<file path="config.mk">
export PLATFORM = sky130hd
export DESIGN_NAME = itw_target
export DESIGN_NICKNAME = d
export VERILOG_FILES = /design/src/common/itw_pkg.sv /design/src/logic/itw_target.sv
export VERILOG_INCLUDE_DIRS = /design/src /design/src/common
export SDC_FILE = /design/constraint.sdc
export NUM_CORES = 1
export LEC_CHECK = 0
export BUFFER_PORTS_ARGS = -buffer_cell sky130_fd_sc_hd__buf_4
export CORE_UTILIZATION = 35
export DETAILED_ROUTE_END_ITERATION = 10
export PLACE_DENSITY_LB_ADDON = 0.1
export SLEW_MARGIN = 30
export SYNTH_ARGS = -nofsm -noshare
export SYNTH_HDL_FRONTEND = slang
export SYNTH_SLANG_ARGS = --single-unit
</file>
<file path="constraint.sdc">
create_clock -name clk -period 3 [get_ports clk]
set_clock_uncertainty 0.15 [all_clocks]
set_input_delay 0.15 -clock clk [delete_from_list [all_inputs] [get_ports clk]]
set_output_delay 0.15 -clock clk [all_outputs]
set_load 0.03 [all_outputs]
</file>
<file path="src/common/itw_defs.svh">
// Constants for the two-wire target write port.
`ifndef ITW_DEFS_SVH
`define ITW_DEFS_SVH
`define ITW_ADDR_LOW      7'h68
`define ITW_ADDR_HIGH     7'h69
`define ITW_BIT_LAST      3'h7
`define ITW_FIFO_DEPTH    4
`define ITW_FIFO_WIDTH    16
`endif

</file>
<file path="src/common/itw_pkg.sv">
// Types for the two-wire target write port.
package itw_pkg;
    typedef enum logic [2:0] {
        ITW_IDLE,
        ITW_ADDR,
        ITW_ACK,
        ITW_REG,
        ITW_DATA,
        ITW_IGNORE,
        ITW_DONE
    } itw_state_t;
endpackage

</file>
<file path="src/logic/itw_target.sv">
// Two-wire target write port with its write FIFO.
`timescale 1ns/100ps
`default_nettype none
`include "itw_defs.svh"

// ----------------------------------------------------------------------------
// Write FIFO
// ----------------------------------------------------------------------------
module itw_fifo #(
    parameter int WIDTH = 16,
    parameter int DEPTH = 4
) (
    // Clock and reset.
    input  wire logic             clk,
    input  wire logic             rstn,
    // Fill side.
    input  wire logic             in_valid,
    input  wire logic [WIDTH-1:0] in_data,
    output logic                  in_ready,
    // Drain side.
    output logic                  out_valid,
    output logic [WIDTH-1:0]      out_data,
    input  wire logic             out_ready
);
    localparam int AW = $clog2(DEPTH);
    logic [WIDTH-1:0] mem [DEPTH];
    logic [AW-1:0]    wp_reg;
    logic [AW-1:0]    rp_reg;
    logic [AW:0]      cnt_reg;
    wire              push = in_valid && in_ready;
    wire              pop  = out_valid && out_ready;

    assign in_ready  = (cnt_reg != (AW+1)'(DEPTH));
    assign out_valid = (cnt_reg != '0);
    assign out_data  = mem[rp_reg];

    // Pointers wrap at the depth, which must be a power of two.
    always_ff @(posedge clk) begin
        if (!rstn) begin
            wp_reg  <= '0;
            rp_reg  <= '0;
            cnt_reg <= '0;
        end else begin
            if (push) begin
                mem[wp_reg] <= in_data;
                wp_reg      <= wp_reg + 1'b1;
            end
            if (pop)
                rp_reg <= rp_reg + 1'b1;
            cnt_reg <= cnt_reg + (AW+1)'(push) - (AW+1)'(pop);
        end
    end
endmodule

// ----------------------------------------------------------------------------
// Target
// ----------------------------------------------------------------------------
module itw_target
    import itw_pkg::*;
#(
    parameter int FIFO_DEPTH = `ITW_FIFO_DEPTH
) (
    // System.
    input  wire logic        clk,
    input  wire logic        rstn,
    // Strap.
    input  wire logic        addr_select,
    // Serial pins.
    input  wire logic        serial_clock_pin,
    input  wire logic        serial_data_in,
    output logic             serial_data_out,
    output logic             serial_data_oe_n,
    // Register writes.
    output logic             wr_valid,
    output logic [7:0]       wr_addr,
    output logic [7:0]       wr_data,
    input  wire logic        wr_ready,
    // Status.
    output logic             bus_busy
);
    // ------------------------------------------------------------------------
    // Pin synchronisers and edge detection
    // ------------------------------------------------------------------------
    logic [1:0] scl_sync_reg;
    logic [1:0] sda_sync_reg;
    logic [1:0] sel_sync_reg;
    logic       scl_d_reg;
    logic       sda_d_reg;

    // Two flops per pin; only the second stage feeds the edge logic.
    always_ff @(posedge clk) begin
        if (!rstn) begin
            scl_sync_reg <= 2'b11;
            sda_sync_reg <= 2'b11;
            sel_sync_reg <= 2'b00;
            scl_d_reg    <= 1'b1;
            sda_d_reg    <= 1'b1;
        end else begin
            scl_sync_reg <= {scl_sync_reg[0], serial_clock_pin};
            sda_sync_reg <= {sda_sync_reg[0], serial_data_in};
            sel_sync_reg <= {sel_sync_reg[0], addr_select};
            scl_d_reg    <= scl_sync_reg[1];
            sda_d_reg    <= sda_sync_reg[1];
        end
    end

    wire scl       = scl_sync_reg[1];
    wire sda       = sda_sync_reg[1];
    wire scl_rise  = scl && !scl_d_reg;
    wire scl_fall  = !scl && scl_d_reg;
    wire start_det = scl && scl_d_reg && sda_d_reg && !sda;
    wire stop_raw  = scl && scl_d_reg && !sda_d_reg && sda;

    // ------------------------------------------------------------------------
    // Transfer sequencer
    // ------------------------------------------------------------------------
    itw_state_t state_reg;
    itw_state_t after_ack_reg;
    logic [2:0] bit_reg;
    logic [7:0] shift_reg;
    logic [7:0] regaddr_reg;
    logic       ack_drive_reg;
    logic       toggled_reg;
    logic       busy_reg;
    logic       push_reg;
    logic [7:0] push_data_reg;
    logic       fifo_in_ready;
    logic       fifo_valid;
    logic [15:0] fifo_out;

    // The strap selects the low address bit; 7-bit compare only.
    wire [6:0] own_addr   = sel_sync_reg[1] ? `ITW_ADDR_HIGH : `ITW_ADDR_LOW;
    wire [7:0] byte_in    = {shift_reg[6:0], sda};
    wire       byte_end   = scl_rise && (bit_reg == `ITW_BIT_LAST);
    wire       addr_match = (byte_in[7:1] == own_addr) && !byte_in[0];
    // A stop with no clock toggle since start is ignored.
    wire       stop_det   = stop_raw && toggled_reg;
    // Data byte is acknowledged only if the FIFO can hold it.
    wire       data_ok    = fifo_in_ready && !push_reg;

    // Bit timing comes from sampled edges, so any clock up to 1 MHz works.
    always_ff @(posedge clk) begin
        if (!rstn) begin
            state_reg     <= ITW_IDLE;
            after_ack_reg <= ITW_IDLE;
            bit_reg       <= 3'h0;
            shift_reg     <= 8'h00;
            regaddr_reg   <= 8'h00;
            ack_drive_reg <= 1'b0;
            toggled_reg   <= 1'b0;
            busy_reg      <= 1'b0;
            push_reg      <= 1'b0;
            push_data_reg <= 8'h00;
        end else begin
            push_reg <= 1'b0;
            if (scl_fall)
                toggled_reg <= 1'b1;
            if (start_det) begin
                state_reg     <= ITW_ADDR;
                bit_reg       <= 3'h0;
                ack_drive_reg <= 1'b0;
                toggled_reg   <= 1'b0;
                busy_reg      <= 1'b1;
            end else if (stop_det) begin
                state_reg     <= ITW_IDLE;
                ack_drive_reg <= 1'b0;
                busy_reg      <= 1'b0;
            end else begin
                case (state_reg)
                    ITW_ADDR, ITW_REG, ITW_DATA: begin
                        if (scl_rise) begin
                            shift_reg <= byte_in;
                            bit_reg   <= bit_reg + 3'h1;
                        end
                        if (byte_end) begin
                            if (state_reg == ITW_ADDR && !addr_match)
                                state_reg <= ITW_IGNORE;
                            else if (state_reg == ITW_DATA && !data_ok)
                                state_reg <= ITW_IGNORE;
                            else begin
                                state_reg <= ITW_ACK;
                                after_ack_reg <= (state_reg == ITW_ADDR) ? ITW_REG :
                                                 (state_reg == ITW_REG)  ? ITW_DATA : ITW_DONE;
                                if (state_reg == ITW_REG)
                                    regaddr_reg <= byte_in;
                                if (state_reg == ITW_DATA) begin
                                    push_reg      <= 1'b1;
                                    push_data_reg <= byte_in;
                                end
                            end
                        end
                    end
                    ITW_ACK: begin
                        // Drive low from the falling edge after bit 8 to the next falling edge.
                        if (scl_fall) begin
                            if (!ack_drive_reg)
                                ack_drive_reg <= 1'b1;
                            else begin
                                ack_drive_reg <= 1'b0;
                                state_reg     <= after_ack_reg;
                            end
                        end
                    end
                    ITW_DONE:   state_reg <= ITW_DONE;
                    ITW_IGNORE: state_reg <= ITW_IGNORE;
                    default:    state_reg <= ITW_IDLE;
                endcase
            end
        end
    end

    // ------------------------------------------------------------------------
    // Output stage
    // ------------------------------------------------------------------------
    // The pin is open drain: only ever pulled low, output enable active low.
    always_ff @(posedge clk) begin
        if (!rstn) begin
            serial_data_out  <= 1'b0;
            serial_data_oe_n <= 1'b1;
            bus_busy         <= 1'b0;
        end else begin
            serial_data_out  <= 1'b0;
            serial_data_oe_n <= !ack_drive_reg;
            bus_busy         <= busy_reg;
        end
    end

    itw_fifo #(
        .WIDTH (`ITW_FIFO_WIDTH),
        .DEPTH (FIFO_DEPTH)
    ) u_fifo (
        .clk       (clk),
        .rstn      (rstn),
        .in_valid  (push_reg),
        .in_data   ({regaddr_reg, push_data_reg}),
        .in_ready  (fifo_in_ready),
        .out_valid (fifo_valid),
        .out_data  (fifo_out),
        .out_ready (wr_ready && !wr_valid)
    );

    // Register the FIFO head so the write outputs come from flops.
    always_ff @(posedge clk) begin
        if (!rstn) begin
            wr_valid <= 1'b0;
            wr_addr  <= 8'h00;
            wr_data  <= 8'h00;
        end else if (wr_valid) begin
            wr_valid <= 1'b0;
        end else if (fifo_valid && wr_ready) begin
            wr_valid <= 1'b1;
            wr_addr  <= fifo_out[15:8];
            wr_data  <= fifo_out[7:0];
        end
    end
endmodule
`default_nettype wire

</file>
==> results summary <==
The flow ran to the end, and the final reports show no timing, DRC or antenna violations. The max-cap violation count is 0. The startpoint of the worst-slack reg-to-reg timing path is u_fifo.cnt_reg[1]$_SDFF_PN0_. The required time of the critical path is 3.12 ns. The number of slew-limit violations in the final report is 0. The hold buffer count at CTS came out at 7. Buffers added to address setup during post-CTS repair amount to 0. The number of cell instances on the worst register-to-register path came out at 11. The die area came out at 0.0154 mm2.

The detailed-router iteration count before antenna repair is 4. The maximum number of buffers from clock root to sink is 2. After detailed routing, the average wire length per cell comes to 16.1 um. By count the netlist is led by dfxtp_1 (70), edfxtp_1 (64), nor2_1 (41).

The share of the synthesized area in the top cell type is 36.9%. The clock sink total came out at 134. Routability-driven placement finished with a final weighted congestion of 0.713. The final core utilization came out at 42.8%.

TritonCTS built the clock tree. Global routing finished with a remaining overflow of 0. The area inside the core boundary came out at 0.0145 mm2. Once the clock tree was built, the resizer swapped 0 gates to a different size.

For this run, design rule violations remaining after detail routing come to 0. In this run the worst setup path terminates at u_fifo.cnt_reg[2]$_SDFF_PN0_. The worst-case headroom to the max-slew limit is 38.0%. The floorplan die height came out at 124 um.

The number of antenna diodes is 0. The launch point of the critical path is u_fifo.cnt_reg[1]$_SDFF_PN0_. The number of antenna violations at the first check in global routing came out at 0. Dividing the detail-routed via count by the number of cells gives 4.80. The total of flip-flops plus latches after synthesis is 134. The register with the most flip-flops in the layout has 64 of them. The final number of hold-violating endpoints came to 0. The number of synthesized flops with an enable pin came out at 64. The I/O pin total came out at 26. The count of final setup violators is 0. The cell count after synthesis is 392. The tree is rooted in a clkbuf_16. The pre-CTS worst setup slack came out at 0.435 ns. The post-synthesis net count came out at 407.

The mean cell area of the mapped netlist is 13.3 um2. The count of nets left with antenna violations once routing finished came out at 0. The worst setup path is launched from a register. The number of buffers added by the clock tree synthesis step is 17. The transition time at the pin with the least slew margin came out at 0.928 ns. The portion of the post-synthesis area used by sequential elements is 63.8%. Of the cells placed in the final design, the portion with a size suffix greater than 1 is 19.4%. Clock-pin slew was measured on the worst setup and hold paths at 0.06 ns. The initial cell density of the core is 35.8%. The count of H-tree levels built during CTS came out at 4. The combined area of the multi-input logic cells is 0.00174 mm2. Registers take 0.00332 mm2. Relative to the synthesized area, the layout overhead comes to 19.5%. The first global-routing pass estimated 16.6 mm of wire. The most frequently used flop master after synthesis is dfxtp_1. The reg-to-reg setup timing slack came out at 0.44 ns. The pin count of the biggest net entering global routing came out at 27. The via count of the first global-routing pass came out at 3044. Overall power consumption after layout is estimated at 0.00466 W.

The floorplan step set the die width to 124 um. Summed over all cells, the static leakage comes to 2.29 nW. The total negative setup slack is 0 ns. In this run the most critical hold path is launched from wr_ready. The number of different library cells in the post-synthesis netlist came out at 56. The critical-path maximum fanout is 4. The final wirelength is 10.1 mm. For this block, the via count after detailed routing is 3009. The final-stage net count is 445. The fraction of synthesis flops using an asynchronous set or reset pin came out at 0%.

Across all hold checks on the routed design, the worst slack comes to 0.0589 ns. The count of input and output buffers is 24. The placed wire-length estimate came out at 6.46 mm. The first routing iteration left 161 violations. The count of synthesis-stage warnings from yosys came out at 0. The worst hold path belongs to the class input pin to register. The count of filler cells inserted in the layout came out at 1357. Ranked by flip-flop count, first place goes to u_fifo.mem.

Summed over all instances, the cell type with the most area after synthesis is edfxtp_1. The worst vdd rail ir drop is 0.357 mV. The start-to-end type of the worst setup path is register to register. The signal arrival time at the worst endpoint is 2.68 ns. The later pin in the worst-skew pair is clocked with a latency of 0.41 ns.

In the global route stage, overall resource usage came out at 14.9%. The initialized floorplan defines 44 standard-cell rows. The endpoint identified for the worst register-to-register timing path is u_fifo.cnt_reg[2]$_SDFF_PN0_.

The share of the clock period used by the worst path is 85.4%. The minimum setup slack in the final design came out at 0.438 ns. Setup repair after global routing left no endpoint under its margin.

The post-synthesis instance area came out at 0.00521 mm2. The most common cell in the netlist is dfxtp_1. The fmax is 390 MHz. The worst setup path is captured at a register. In this run the power density over the cells is 749 mW/mm2.

The shortest period the worst path allows came out at 2.56 ns. Ranked by total cell area, the synthesized netlist is headed by edfxtp_1 (37%), dfxtp_1 (27%), mux4_2 (6.9%), mux2i_1 (5.0%), nor2_1 (3.0%).
[critical path, cell delays in order (launching register included)]
cell and delay, ns:
dfxtp_1 0.41, nor3_1 0.10, or3b_2 0.46, clkinv_1 0.07
ha_1 0.22, inv_1 0.06, ha_1 0.13, inv_1 0.06
fa_1 0.40, xor2_1 0.17, xnor2_1 0.14, nor2_1 0.05
[how the worst min path moves through the flow]
| stage | end | slack, ns | cells past startpoint |
|---|---|---|---|
| after global routing | u_fifo.rp_reg[1]$_SDFFE_PN0P_ | 0.07 | 4 |
| final | u_fifo.rp_reg[1]$_SDFFE_PN0P_ | 0.06 | 4 |
| after floorplan | scl_sync_reg[0]$_SDFF_PN1_ | 0.10 | 1 |
| after detailed placement | sda_sync_reg[0]$_SDFF_PN1_ | 0.19 | 2 |
| after global placement | scl_sync_reg[0]$_SDFF_PN1_ | 0.19 | 2 |
| after CTS | u_fifo.rp_reg[1]$_SDFFE_PN0P_ | 0.04 | 4 |
[layer usage]
metal  up-vias  global-route usage [%]  part of all wire [%]
li1       1482                       -                     -
met1      1480                    19.4                    50
met2        36                    23.5                    46
met3        11                    3.98                   2.4
met4         0                    6.03                   1.3
met5         -                       0                     0
[cell families after synthesis]
family	count (synthesis)	share of synthesized area (%)
DFF	134	63.8
and+or+nand+nor	121	12.1
AOI/OAI and AO/OA	44	5.52
muxes	42	11.9
buffers and inverters	33	2.93
adders and majority gates	9	2.31
xor gates and xnor gates	8	1.34
other	1	0.0720
[power by group]
group          internal, W  switching [W]  total (W)  leakage [nW]
logic             0.000285       0.000372   0.000657         0.855
registers          0.00198      0.0000613    0.00204          1.16
clock network      0.00126       0.000705    0.00196         0.271
total              0.00352        0.00114    0.00466          2.29
[metrics by stage]
| step | instance area [um2] | instances |
|---|---|---|
| detailed placement | 5600 | 588 |
| global placement | 5600 | 588 |
| floorplan | 5210 | 392 |
| global route | 6230 | 627 |
| finish | 6230 | 627 |
| CTS | 6230 | 627 |
[layout by cell type (no fill, tap or decap), types with 4 or more instances in the layout]
master         netlist  final
nor2_1              41     41
xnor2_1              6      6
buf_4                3     33
nor3_1               4      4
clkbuf_16            0     17
inv_1               10     10
o21ai_0              5      4
mux2i_1             26     26
nand2b_1             7      7
dlygate4sd3_1        0      7
ha_1                 8      8
dfxtp_1             70     70
clkbuf_1            10      7
edfxtp_1            64     64
nor2b_1              5      5
and3_1               5      5
mux4_2              16     16
a21oi_1             19     19
nand2_1             35     35
[final cells by class]
class	count	share of cell area (%)
Inverter	11	0.663
Timing Repair Buffer	41	5.42
Multi-Input combinational cell	225	27.9
Clock buffer	26	7.70
Clock inverter	6	1.25
Tap cell	184	3.70
Sequential cell	134	53.4
Power figures use the tool's default switching activity.
